[config.mk]
export PLATFORM = sky130hd
export DESIGN_NAME = scs_sequencer
export DESIGN_NICKNAME = d
export VERILOG_FILES = /design/src/pkg/scs_pkg.sv /design/src/hw/scs_sequencer.sv /design/src/hw/scs_conv_clock.sv
export VERILOG_INCLUDE_DIRS = /design/src /design/src/pkg
export SDC_FILE = /design/constraint.sdc
export NUM_CORES = 1
export LEC_CHECK = 0
export BUFFER_PORTS_ARGS = -buffer_cell sky130_fd_sc_hd__buf_2
export CELL_PAD_IN_SITES_DETAIL_PLACEMENT = 1
export CELL_PAD_IN_SITES_GLOBAL_PLACEMENT = 1
export CORE_ASPECT_RATIO = 1.1
export CORE_MARGIN = 3
export CORE_UTILIZATION = 42
export DETAILED_ROUTE_END_ITERATION = 12
export PLACE_DENSITY_LB_ADDON = 0.08
export SKIP_CTS_REPAIR_TIMING = 1
export SYNTH_ARGS = -nofsm -noshare
export SYNTH_HDL_FRONTEND = slang
export SYNTH_SLANG_ARGS = --single-unit
[constraint.sdc]
create_clock -name i_clk -period 2.65 [get_ports i_clk]
set_clock_uncertainty 0.15 [all_clocks]
set_input_delay 0.3975 -clock i_clk [delete_from_list [all_inputs] [get_ports i_clk]]
set_output_delay 0.3975 -clock i_clk [all_outputs]
set_load 0.02 [all_outputs]
[src/pkg/scs_defs.svh]
// Constants of the SAR conversion sequencer: widths, codes and timing counts
// Summary of operation
// - Convert rising edge after acquisition starts conversion
// - Open ground switches, then arrays to reference ground
// - Eighteen-step binary search, most significant first
// - Finish: back to acquisition, code, busy drops
// - Steps paced by internal conversion clock only
// - Fast mode: up to 2 MSPS, stays powered
// - Normal mode: at most 1.5 MSPS, powers down
// - First normal-mode result is already valid
// - Two's-complement code, zero is all zeros
// - Largest code 0x1ffff, overrange saturates there
// - Smallest code 0x20000, underrange saturates there
// - Code belongs to the latest accepted convert edge
`ifndef SCS_DEFS_SVH
`define SCS_DEFS_SVH
`define SCS_CODE_W 18
`define SCS_CODE_MSB 18'h20000
`define SCS_CODE_ZERO 18'h00000
`define SCS_CODE_POS_FULL 18'h1ffff
`define SCS_CODE_NEG_FULL 18'h20000
`define SCS_CLK_KHZ 125000
`define SCS_FAST_RATE_KSPS 2000
`define SCS_NORM_RATE_KSPS 1500
`define SCS_FAST_PERIOD_CYC ((`SCS_CLK_KHZ + `SCS_FAST_RATE_KSPS - 1) / `SCS_FAST_RATE_KSPS)
`define SCS_NORM_PERIOD_CYC ((`SCS_CLK_KHZ + `SCS_NORM_RATE_KSPS - 1) / `SCS_NORM_RATE_KSPS)
`define SCS_CONV_DIV 3
`define SCS_PERIOD_W 8
`endif

[src/pkg/scs_pkg.sv]
// Types shared by the SAR conversion sequencer
package scs_pkg;
  typedef enum logic [1:0] {
    SCS_ACQ,
    SCS_OPEN,
    SCS_REFERENCE_GROUND,
    SCS_SEARCH
  } scs_state_t;
endpackage

[src/hw/scs_sequencer.sv]
// SAR conversion sequencer: start, switch phases, bit search, result and busy
`timescale 1ns/10ps
`include "scs_defs.svh"
module scs_sequencer
  import scs_pkg::*;
#(
  parameter int CONV_DIV = `SCS_CONV_DIV
) (
  input wire logic i_clk,
  input wire logic i_sys_rst,
  input wire logic i_ce,
  input wire logic i_convert_start,
  input wire logic i_fast_mode,
  input wire logic i_comp_above,
  output logic o_pos_array_ground_switch,
  output logic o_neg_array_ground_switch,
  output logic o_input_connect,
  output logic o_reference_ground,
  output logic [`SCS_CODE_W-1:0] o_dac_bits,
  output logic o_analog_powered,
  output logic o_busy,
  output logic [`SCS_CODE_W-1:0] o_code,
  output logic o_code_valid,
  output logic o_code_meaningful
);
  localparam int W = `SCS_CODE_W;
  localparam logic [`SCS_PERIOD_W-1:0] FAST_MIN = `SCS_PERIOD_W'(`SCS_FAST_PERIOD_CYC);
  localparam logic [`SCS_PERIOD_W-1:0] NORM_MIN = `SCS_PERIOD_W'(`SCS_NORM_PERIOD_CYC);

  // Elaboration check: a slow conversion clock could not keep up with the fast rate
  if (CONV_DIV * (W + 2) + 2 > `SCS_FAST_PERIOD_CYC) begin : g_div_check
    $error("scs_sequencer: CONV_DIV too slow for the fast rate");
  end

  // Pin synchronisers; logic reads the second stage, and for convert also the delayed copy used for edge detection
  logic cnv_s1_reg, cnv_s2_reg, cnv_prev_reg;
  logic fast_s1_reg, fast_s2_reg;
  logic comp_s1_reg, comp_s2_reg;

  scs_state_t state_reg; // Sequencer phase
  scs_state_t state_next;
  logic [W-1:0] dac_reg; // Trial word driving the element switches
  logic [W-1:0] dac_next;
  logic [W-1:0] mask_reg; // Bit under trial, one-hot
  logic [W-1:0] mask_next;
  logic [W-1:0] code_reg; // Published two's-complement result
  logic valid_reg; // One-cycle completion pulse
  logic meaningful_reg; // Result carries real data
  logic warm_reg; // Fast mode has completed one conversion
  logic [`SCS_PERIOD_W-1:0] period_reg; // Cycles since last accepted start
  logic tick;

  // Decode wires
  logic cnv_rise;
  logic rate_ok;
  logic start;
  logic last_bit;
  logic finish;
  logic [W-1:0] kept;
  logic [W-1:0] result_code;

  scs_conv_clock #(
    .DIV(CONV_DIV)
  ) u_conv_clock (
    .i_clk(i_clk),
    .i_sys_rst(i_sys_rst),
    .i_ce(i_ce),
    .i_run(state_reg != SCS_ACQ),
    .o_tick(tick)
  );

  // Synchronisers for convert, mode select and comparator
  always_ff @(posedge i_clk) begin
    if (i_sys_rst) begin
      cnv_s1_reg <= 1'b0;
      cnv_s2_reg <= 1'b0;
      cnv_prev_reg <= 1'b0;
      fast_s1_reg <= 1'b0;
      fast_s2_reg <= 1'b0;
      comp_s1_reg <= 1'b0;
      comp_s2_reg <= 1'b0;
    end else if (i_ce) begin
      cnv_s1_reg <= i_convert_start;
      cnv_s2_reg <= cnv_s1_reg;
      cnv_prev_reg <= cnv_s2_reg;
      fast_s1_reg <= i_fast_mode;
      fast_s2_reg <= fast_s1_reg;
      comp_s1_reg <= i_comp_above;
      comp_s2_reg <= comp_s1_reg;
    end
  end

  // Start needs a rising edge, acquisition phase and the mode's rate limit
  assign cnv_rise = cnv_s2_reg && !cnv_prev_reg;
  assign rate_ok = period_reg >= (fast_s2_reg ? FAST_MIN : NORM_MIN);
  assign start = cnv_rise && rate_ok && (state_reg == SCS_ACQ);

  // Keep the trial bit when the held input is still above the trial level
  assign kept = comp_s2_reg ? dac_reg : (dac_reg & ~mask_reg);
  assign last_bit = mask_reg[0];
  assign finish = (state_reg == SCS_SEARCH) && tick && last_bit;
  // Offset-binary search word to two's complement; extremes saturate naturally
  assign result_code = {~kept[W-1], kept[W-2:0]};

  // Phase sequencing; every step after start waits for a conversion clock tick
  always_comb begin
    state_next = state_reg;
    dac_next = dac_reg;
    mask_next = mask_reg;
    unique case (state_reg)
      SCS_ACQ: begin
        if (start) begin
          state_next = SCS_OPEN;
        end
      end
      SCS_OPEN: begin
        if (tick) begin
          state_next = SCS_REFERENCE_GROUND;
        end
      end
      SCS_REFERENCE_GROUND: begin
        if (tick) begin
          state_next = SCS_SEARCH;
          dac_next = `SCS_CODE_MSB;
          mask_next = `SCS_CODE_MSB;
        end
      end
      SCS_SEARCH: begin
        if (tick) begin
          if (last_bit) begin
            state_next = SCS_ACQ;
            dac_next = '0;
            mask_next = '0;
          end else begin
            dac_next = kept | (mask_reg >> 1);
            mask_next = mask_reg >> 1;
          end
        end
      end
    endcase
  end

  // Phase, trial word and rate counter
  always_ff @(posedge i_clk) begin
    if (i_sys_rst) begin
      state_reg <= SCS_ACQ;
      dac_reg <= '0;
      mask_reg <= '0;
      period_reg <= '1;
    end else if (i_ce) begin
      state_reg <= state_next;
      dac_reg <= dac_next;
      mask_reg <= mask_next;
      if (start) begin
        period_reg <= `SCS_PERIOD_W'(1);
      end else if (period_reg != '1) begin
        period_reg <= period_reg + `SCS_PERIOD_W'(1);
      end
    end
  end

  // Result publication; code replaced only by the conversion just finished
  always_ff @(posedge i_clk) begin
    if (i_sys_rst) begin
      code_reg <= `SCS_CODE_ZERO;
      valid_reg <= 1'b0;
      meaningful_reg <= 1'b0;
      warm_reg <= 1'b0;
    end else if (i_ce) begin
      valid_reg <= finish;
      if (finish) begin
        code_reg <= result_code;
        meaningful_reg <= !fast_s2_reg || warm_reg;
      end
      // Leaving fast mode means a power-down, so the next fast start is cold
      if (!fast_s2_reg) begin
        warm_reg <= 1'b0;
      end else if (finish) begin
        warm_reg <= 1'b1;
      end
    end
  end

  // Switch controls decoded from the phase; ground switches closed only in acquisition
  assign o_pos_array_ground_switch = (state_reg == SCS_ACQ);
  assign o_neg_array_ground_switch = (state_reg == SCS_ACQ);
  assign o_input_connect = (state_reg == SCS_ACQ) || (state_reg == SCS_OPEN);
  assign o_reference_ground = (state_reg == SCS_REFERENCE_GROUND) || (state_reg == SCS_SEARCH);
  assign o_dac_bits = dac_reg;
  assign o_busy = (state_reg != SCS_ACQ);
  assign o_analog_powered = fast_s2_reg || (state_reg != SCS_ACQ);
  assign o_code = code_reg;
  assign o_code_valid = valid_reg;
  assign o_code_meaningful = meaningful_reg;
endmodule

[src/hw/scs_conv_clock.sv]
// Internal conversion clock: tick generator restarted at each conversion
`timescale 1ns/10ps
module scs_conv_clock #(
  parameter int DIV = 3
) (
  input wire logic i_clk,
  input wire logic i_sys_rst,
  input wire logic i_ce,
  input wire logic i_run,
  output logic o_tick
);
  localparam int CW = $clog2(DIV + 1);

  logic [CW-1:0] cnt_reg; // Cycles since last tick
  logic [CW-1:0] cnt_next;
  logic at_end;

  // Elaboration check: a shorter period leaves the synced comparator no time to settle
  if (DIV < 3) begin : g_div_check
    $error("scs_conv_clock: DIV must be at least 3");
  end

  // Tick on the last cycle of each period; restart keeps steps aligned to start
  assign at_end = (cnt_reg == CW'(DIV - 1));
  assign cnt_next = at_end ? '0 : cnt_reg + CW'(1);
  assign o_tick = i_run && at_end;

  // Counter runs only while a conversion is under way
  always_ff @(posedge i_clk) begin
    if (i_sys_rst) begin
      cnt_reg <= '0;
    end else if (i_ce) begin
      cnt_reg <= i_run ? cnt_next : '0;
    end
  end
endmodule

==> impl.org, run 1 <==
** Clock network
- In this run, CTS created clock tree buffers numbering 9.
- The tree built by TritonCTS fans out to 76 sinks.
- Maximum root-to-sink buffer count :: 2
- At the later pin of the worst-skew pair, clock insertion delay measures 0.35 ns.
- Deepest level of the CTS H-tree :: 3
- TritonCTS built the clock tree.
- The root buffer cell chosen for the clock tree is sky130_fd_sc_hd__clkbuf_8.
- Clock-pin slew was measured on the worst setup and hold paths at 0.08 ns.

** Die
- Width of the die :: 91.1 um
- The die covers 0.00907 sq mm.
- Core Area :: 0.00760 sq mm
- Height of the chip :: 99.6 um
- Row generation in the floorplan step produced 33 rows.
- 50 I/O pins were placed.
- Starting density of the core :: 44.0%

** Logic synthesis
- Yosys mapped a number of flops with a built-in enable equal to 0.
- The number of nets handed over by synthesis was 412.
- Cell type with the largest total area after synthesis :: sky130_fd_sc_hd__dfxtp_1
- For this run, asynchronously set or reset flops after synthesis account for 0%.
- In this run the cell area of the synthesized design comes to 0.00335 sq mm.
- Each instance of the synthesized netlist takes up on average 8.45 sq um.
- Most frequently used flop master after synthesis :: sky130_fd_sc_hd__dfxtp_1
- Area fraction of the dominant cell type after synthesis :: 45.5%
- Synthesized netlist cell count :: 396
- List of most frequent post-synthesis cells :: 76 x sky130_fd_sc_hd__dfxtp_1, 72 x sky130_fd_sc_hd__nand2_1, 63 x sky130_fd_sc_hd__a21oi_1
- Sorting the synthesized cells by area gives the leading types as sky130_fd_sc_hd__dfxtp_1 45%, sky130_fd_sc_hd__a21oi_1 9.4%, sky130_fd_sc_hd__nand2_1 8.1%, sky130_fd_sc_hd__ha_1 3.7%, sky130_fd_sc_hd__nand3_1 3.1%.
- Post-synthesis register bit count :: 76
- sky130_fd_sc_hd__dfxtp_1 is the most common cell in the netlist.
- Sequential cell area fraction in the yosys report :: 45.5%
- Yosys printed 0 warnings.
- Yosys cell types :: 53

** Critical path
- Worst setup SP type :: flip-flop
- The slowest stage of the critical path is the sky130_fd_sc_hd__nor4bb_4 cell.
- Worst EP arrival :: 2.46 ns
- For the worst setup path, the data required time is 2.76 ns.
- The critical path is of the flip-flop to flip-flop type.
- Largest fanout of any net on the critical path :: 18
- Type of element capturing the critical path :: flip-flop
- Worst-path cell chain :: inv_1, ha_1, nor4bb_4, and2_2, nand2_2, a221oi_1
- The largest single stage delay on the critical path is 0.54 ns.

** Global route
- Antenna violations before repair :: 0
- All-layer global routing usage :: 19.5%
- GRT busiest layer :: met2
- Global routing used 4.16% of the available met3 tracks.
- GR Util met1 :: 23.2%
- Entering global routing, the biggest net connects 54 pins.
- Met2 track utilization from global routing :: 34.3%
- Number of global-route vias before repair :: 2953
- Wire length of the first global-routing pass :: 14400 um
- Summed over all layers, the global routing overflow is 0.

** Routing
- After detailed routing, the number of remaining DRC violations is 0.
- Routed length per instance :: 15.3 um
- The detail route stage leaves a number of antenna-violating nets equal to 0.
- Vias after detailed routing :: 2929
- 1st-pass router iterations :: 4
- After detailed routing, the number of vias per cell comes to 5.34.
- The final layout contains routed wiring with a total length of 8380 um.
- After the first detailed-routing iteration, the DRC count stood at 114.

** STA
- Final worst slack :: 0.296 ns
- Actual transition at the worst max-transition pin :: 0.546 ns
- Crit path time final :: 2.35 ns
- Hold timing on the final database bottoms out at a slack of 0.128 ns.
- Setup total negative slack :: 0 ns
- Headroom to the max-slew limit :: 63.5%
- Setup repair after global routing left no endpoint under its margin.
- Period utilization :: 88.8%
- Hold Fails Final Rpt :: 0
- Maximum operating frequency :: 425 MHz
- Setup violations remaining at the end of the flow were counted as 0.
- Final Max Slew Viols :: 0

** Min path
- HP Class :: primary input to flip-flop

** Placement
- Pre-CTS setup slack :: 0.287 ns
- Once placement finished, the instance area stood at 0.00365 sq mm.
- At the end of routability-driven placement, the weighted congestion stood at 0.790.
- Final HPWL DP :: 5740 um
- In this run the tool buffered the top-level ports with 49 buffer cells.

** Pwr
- IR analysis of the VDD net gives a maximum drop of 0.390 mV.
- In this run the static leakage power is 1.51 nW.
- Tot Pwr :: 0.00251 W
- Ratio of total power to cell area :: 657 mW/mm^2

** Final layout
- The number of antenna diodes in the final layout is 0.
- Number of fillers in the final layout :: 972
- Area of the multi-input gates :: 0.00164 sq mm
- Final Instance Area :: 0.00382 sq mm
- Registers take 0.00152 sq mm.
- Relative to the synthesized area, the layout overhead comes to 14.2%.
- Layout cell share with drive strength beyond 1 :: 21.4%
- Number of nets in the layout :: 455

** Flow run
- Max Cap Violations :: 0

** Run status
- Run status :: completed
through the flow:
| stage | cells | util [%] |
|---|---|---|
| floorplan | 396 | - |
| global placement | 533 | 48.0 |
| detailed placement | 533 | 48.0 |
| CTS | 548 | 50.3 |
| global route | 548 | 50.3 |
| finish | 548 | 50.3 |
final timing paths:
check,end,cells past startpoint,slack [ns],from
worst max-delay path,warm_reg,6,0.30,state_reg[1]
worst max register to register,warm_reg,6,0.30,state_reg[1]
worst min register to register,o_code[12],2,0.30,o_code[12]
worst min-delay path,cnv_s1_reg,3,0.13,i_convert_start
layer usage:
layer | vias up | part of all wire, % | wire [um]
li1 | 1463 | - | -
met1 | 1399 | 45 | 3780
met2 | 54 | 49 | 4110
met3 | 13 | 4.2 | 349
met4 | 0 | 1.6 | 136
met5 | - | 0 | 0
kinds of logic after synthesis:
logic type	Yosys count	share of synthesized area, %
compound gates	121	21.9
fa+ha+maj	10	3.74
buf+inv	35	5.42
flops	76	45.5
mux	9	2.69
simple gates	145	20.8
layout by cell type, fill, tap and decap left out, types with 2 or more instances in the layout:
| cell type | instances |
|---|---|
| sky130_fd_sc_hd__a211oi_1 | 2 |
| sky130_fd_sc_hd__a21oi_1 | 63 |
| sky130_fd_sc_hd__a21oi_2 | 10 |
| sky130_fd_sc_hd__a221o_1 | 2 |
| sky130_fd_sc_hd__a22oi_1 | 2 |
| sky130_fd_sc_hd__a31o_2 | 2 |
| sky130_fd_sc_hd__a31oi_1 | 3 |
| sky130_fd_sc_hd__and2_1 | 2 |
| sky130_fd_sc_hd__buf_2 | 49 |
| sky130_fd_sc_hd__buf_4 | 6 |
| sky130_fd_sc_hd__clkbuf_8 | 10 |
| sky130_fd_sc_hd__clkinvlp_4 | 2 |
| sky130_fd_sc_hd__dfxtp_1 | 76 |
| sky130_fd_sc_hd__ha_1 | 10 |
| sky130_fd_sc_hd__inv_1 | 11 |
| sky130_fd_sc_hd__mux2i_1 | 9 |
| sky130_fd_sc_hd__nand2_1 | 72 |
| sky130_fd_sc_hd__nand2_2 | 2 |
| sky130_fd_sc_hd__nand2b_1 | 7 |
| sky130_fd_sc_hd__nand3_1 | 21 |
| sky130_fd_sc_hd__nor2_1 | 21 |
| sky130_fd_sc_hd__nor2b_1 | 2 |
| sky130_fd_sc_hd__nor3_1 | 4 |
| sky130_fd_sc_hd__o21ai_0 | 12 |
| sky130_fd_sc_hd__o21ai_1 | 10 |
| sky130_fd_sc_hd__o21bai_1 | 2 |
| sky130_fd_sc_hd__o32a_1 | 2 |
| sky130_fd_sc_hd__or2_2 | 2 |
final cells by class:
type	count	area share, %
Multi-Input combinational cell	285	43.0
Sequential cell	76	39.8
Timing Repair Buffer	56	8.12
Clock buffer	10	3.60
Tap cell	105	3.44
Inverter	11	1.08
Clock inverter	5	0.982
where the power goes:
part           internal (W)  switching (W)  leakage [nW]  total (W)
Sequential          0.00119      0.0000675         0.614    0.00126
Clock              0.000363       0.000445        0.0848   0.000809
Combinational      0.000179       0.000266         0.814   0.000446
Total               0.00173       0.000779          1.51    0.00251
worst max-delay path: cells and delay by family, from the launching register on:
family / cells / cell delay (ns)
buf+inv: 1 / 0.09
compound gates: 1 / 0.31
simple gates: 3 / 1.06
flops: 1 / 0.41
fa+ha+maj: 1 / 0.23
(Power assumes the default switching activity.)
==> inputs of run 2 (changes only) <==
Settings changed: BUFFER_PORTS_ARGS -buffer_cell sky130_fd_sc_hd__buf_2 to not set, CORE_UTILIZATION 42 to 48, CTS_BUF_LIST set to sky130_fd_sc_hd__clkbuf_8, DONT_BUFFER_PORTS set to 1, SYNTH_HIERARCHICAL set to 1.
==> run 2 against run 1 <==
Against the previous run:
- combinational power grew 9.9%
- critical endpoint is now o_code[7]
- synthesized area shrank 3.7%
- largest cell class unchanged
- via count down 5.0%
- utilization increased by 5.1 points
- die area down 15%
- cell count down 13%
- count of clock-buffer cells in the layout down 1
- setup slack improved by 0.091 ns
==> impl.org, run 2 <==
** Run status
- The run finished with clean final reports.

** Critical path
- Worst reg2reg endpoint :: o_code[7]
- The worst setup path is of the flip-flop to flip-flop kind.
- Worst EP arrival :: 2.32 ns (-0.14 ns)
- The length in cells of the worst reg-to-reg path was 9 (+3).
- The largest fanout on the critical path came to 11 (-7).
- The setup slack on the worst flop-to-flop path is 0.39 ns (+0.09 ns).
- Data required time at the worst endpoint :: 2.70 ns (-0.06 ns)
- Type of element capturing the critical path :: flip-flop
- Launch point of the worst reg-to-reg path :: state_reg[0]
- The worst setup path is launched from a flip-flop.

** Pwr
- The maximum vdd ir drop was 0.403 mV (+3.2%).
- The relative contribution of combinational cells to total power came to 18.2% (+0.4 points).
- The cell area power density is 767 mW/mm^2 (+17%).
- The switching power as a share of total power was 28.8% (-2.2 points).
- The power dissipated by switching net loads was 0.000777 W (-0.22%).
- Relative contribution of sequential cells to total power :: 47.6% (-2.4 points)
- The standby leakage power is 1.27 nW (-16%).
- Proportion of power drawn by the clock network :: 34.3% (+2.1 points)
- Internal Dissipation :: 0.00192 W (+11%)

** Routing
- Vias per Instance :: 5.82 (+9.0%)
- Post-route antenna net violation count :: 0 (unchanged)
- The via total after detailed routing was 2784 (-5.0%).
- 1st-pass router iterations :: 4 (unchanged)
- The detail-routed net length per standard cell came to 17.7 um (+16%).
- Detailed router's first-iteration violation count :: 131 (+15%)
- WL final :: 8460 um (+0.97%)
- The DRC violation count after routing is 0 (unchanged).

** Global route
- Number of global-route vias before repair :: 2792 (-5.5%)
- The number of antenna violations at the first check in global routing is 0 (unchanged).
- The wire length of the first global-routing pass was 13700 um (-4.3%).
- The overall fraction of global-route tracks in use came to 21.7% (+2.3 points).
- Pin count of the biggest net entering global routing :: 73 (+35%)
- The total grt overflow was 0 (unchanged).

** Logic synthesis
- Share of synthesized flip-flops with an asynchronous set or reset :: 0% (unchanged)
- The commonest cells after synthesis are 76 x sky130_fd_sc_hd__a21oi_1, 76 x sky130_fd_sc_hd__dfxtp_1, 73 x sky130_fd_sc_hd__nand2_1.
- The number of enable-type register cells in the synthesized netlist is 0 (unchanged).
- Area fraction of the dominant cell type after synthesis :: 47.2% (+1.7 points)
- Yosys cell types :: 40 (-25%)
- The combined area of all synthesized cells came to 0.00322 sq mm (-3.7%).
- The warning count from the yosys run is 6 (+6).
- The number of register bits inferred by synthesis is 76 (unchanged).
- Net count after synthesis :: 414 (+0.49%)
- Proportion of synthesized area in mux cells :: 2.17% (-0.52 points)
- Synthesized netlist cell count :: 398 (+0.51%)
- Synth Area in Compound Gates :: 20.9% (-0.95 points)
- After synthesis, the cell types taking the most area are sky130_fd_sc_hd__dfxtp_1 47%, sky130_fd_sc_hd__a21oi_1 12%, sky130_fd_sc_hd__nand2_1 8.5%, sky130_fd_sc_hd__ha_1 3.9%, sky130_fd_sc_hd__o21ai_0 3.9%.
- Largest family of logic cells by synthesized area :: simple AND/OR/NAND/NOR gates
- The fraction of synthesized cell area in xor and xnor cells is 0% (unchanged).
- The simple logic cell fraction of the synthesized area came to 20.9% (+0.14 points).
- The register area share after synthesis came to 47.2% (+1.7 points).
- Area share of fa/ha/maj cells after synthesis :: 3.88% (+0.14 points)
- The biggest area contributor in the post-synthesis netlist is sky130_fd_sc_hd__dfxtp_1.
- Mean post-synth cell area :: 8.10 sq um (-4.2%)
- For this run, the leading register cell type out of synthesis is sky130_fd_sc_hd__dfxtp_1.

** Die
- The core outline area is 0.00634 sq mm (-17%).
- The overall die area came to 0.00773 sq mm (-15%).
- FP Rows :: 30 (-9.1%)
- The die boundary height is 91.9 um (-7.7%).
- The horizontal die dimension was 84.1 um (-7.7%).
- Starting density of the core :: 50.8% (+6.8 points)
- The number of I/O pins came to 50 (unchanged).

** Placement
- The cell count after placement was 462 (-13%).
- Final weighted congestion in routability-driven placement :: 0.787 (-0.48%)
- Pre-CTS setup slack :: 0.300 ns (+0.0125 ns)
- The HPWL after detailed placement came to 5520 um (-3.9%).
- Buffers on Ports :: 0 (-100%)

** Min path
- Hold Startpoint :: i_sys_rst
- The cell depth of the worst min-delay path came to 2 (-1).
- HP Class :: primary input to flip-flop
- Terminating pin of the worst hold path :: period_reg[3]

** STA
- The slew of the pin with the lowest slew margin is 0.483 ns (-0.0632 ns).
- Final worst slack :: 0.387 ns (+0.0909 ns)
- Crit path time final :: 2.26 ns (-0.0909 ns)
- The number of setup violations in the final report came to 0 (unchanged).
- Headroom to the max-slew limit :: 67.5% (+4.0 points)
- The worst hold-check slack is 0.0173 ns (-0.110 ns).
- Unrepaired setup endpoints after global routing :: no
- Final Max Slew Viols :: 0 (unchanged)
- The fmax is 442 MHz (+4.0%).
- Period utilization :: 85.4% (-3.4 points)
- Setup total negative slack :: 0 ns (unchanged)
- Hold Fails Final Rpt :: 0 (unchanged)

** Clock network
- Deepest level of the CTS H-tree :: 3 (unchanged)
- In this run the clock root is driven by a sky130_fd_sc_hd__clkbuf_8.
- Maximum root-to-sink buffer count :: 2 (unchanged)
- The number of clock sinks came to 76 (unchanged).
- TritonCTS buffer count :: 9 (unchanged)
- Clk_lat worst skew :: 0.33 ns (-0.02 ns)
- The clock slew at the register clock pins of the worst setup and hold paths was 0.08 ns (about the same).
- TritonCTS built the clock tree.

** Final layout
- The total of fill cells in the finished design is 801 (-18%).
- The antenna diode count came to 0 (unchanged).
- Synthesis-to-layout area growth :: 9.16%
- Number of nets in the layout :: 411 (-9.7%)
- Area of the multi-input gates :: 0.00155 sq mm (-5.9%)
- Highest-count cells in the layout ignoring fill and taps :: 76 x sky130_fd_sc_hd__a21oi_1, 76 x sky130_fd_sc_hd__dfxtp_1, 72 x sky130_fd_sc_hd__nand2_1
- The area occupied by registers is 0.00152 sq mm (unchanged).
- Fin cells :: 478 (-13%)
- Layout cell share with drive strength beyond 1 :: 8.79% (-13 points)

** Flow run
- The count of max-cap constraint violations was 0 (unchanged).
-- run 2: changes by cell type after synthesis, moves of 4 or more --
cell                       before  now
sky130_fd_sc_hd__o21ai_1       10    1
sky130_fd_sc_hd__a21oi_1       63   76
sky130_fd_sc_hd__o21ai_0       12   25
sky130_fd_sc_hd__buf_2          3    7
sky130_fd_sc_hd__clkbuf_1      10   14
sky130_fd_sc_hd__buf_6          4    0
sky130_fd_sc_hd__a21oi_2       10    3
-- run 2: final cells by class --
cell class / count / share of cell area [%]
Tap cell: 80 / 2.85
Clock buffer: 9 / 3.52
Sequential cell: 76 / 43.3
Inverter: 13 / 1.39
Timing Repair Buffer: 10 / 2.77
Clock inverter: 5 / 2.24
Multi-Input combinational cell: 285 / 44.0
-- run 2: critical path, cell delays in order, from the launching register on --
cell and delay, ns:
sky130_fd_sc_hd__dfxtp_1 0.39, sky130_fd_sc_hd__inv_1 0.10, sky130_fd_sc_hd__ha_1 0.24, sky130_fd_sc_hd__inv_1 0.09, sky130_fd_sc_hd__and3b_2 0.22, sky130_fd_sc_hd__and3_2 0.24
sky130_fd_sc_hd__nand2_1 0.28, sky130_fd_sc_hd__buf_4 0.30, sky130_fd_sc_hd__nand2_1 0.08, sky130_fd_sc_hd__a21oi_1 0.05
-- run 2: cells by family (layout without fill, tap and decap cells) --
kind of cell,after synthesis,in the layout
AOI/OAI and AO/OA,122,122
adders and majority gates,10,10
buffers and inverters,37,37
DFF,76,76
muxes,7,7
and+or+nand+nor,146,146
-- run 2: how the worst max path moves through the flow --
stage,start,endpoint,cells after the start
floorplan,state_reg[0],o_dac_bits[10],10
global placement,state_reg[0],o_dac_bits[4],9
detailed placement,state_reg[0],o_dac_bits[15],9
CTS,state_reg[0],o_dac_bits[6],9
global route,state_reg[0],o_dac_bits[15],9
finish,state_reg[0],o_code[7],9
-- run 2: stage by stage --
step                util (%)  instance area, sq um  power, W
floorplan                  -                  3220   0.00168
global placement        51.6                  3270   0.00175
detailed placement      51.6                  3270   0.00178
CTS                     54.8                  3480   0.00271
global route            55.4                  3520   0.00287
finish                  55.4                  3520   0.00270
-- run 2: power groups by stage --
stage,logic [W],clock network [W],registers [W]
floorplan,0.000393,0,0.00128
CTS,0.000473,0.000950,0.00129
global placement,0.000440,0,0.00131
detailed placement,0.000469,0,0.00131
finish,0.000490,0.000925,0.00128
global route,0.000577,0.00100,0.00130
-- run 2: layer usage --
metal  routed length [um]  GRT usage [%]  up-vias
met5                    0              0        -
met4                   96           6.43        0
met3                  369           5.57        8
met2                 4520           39.9       44
met1                 3470           24.4     1361
li1                     -              -     1371
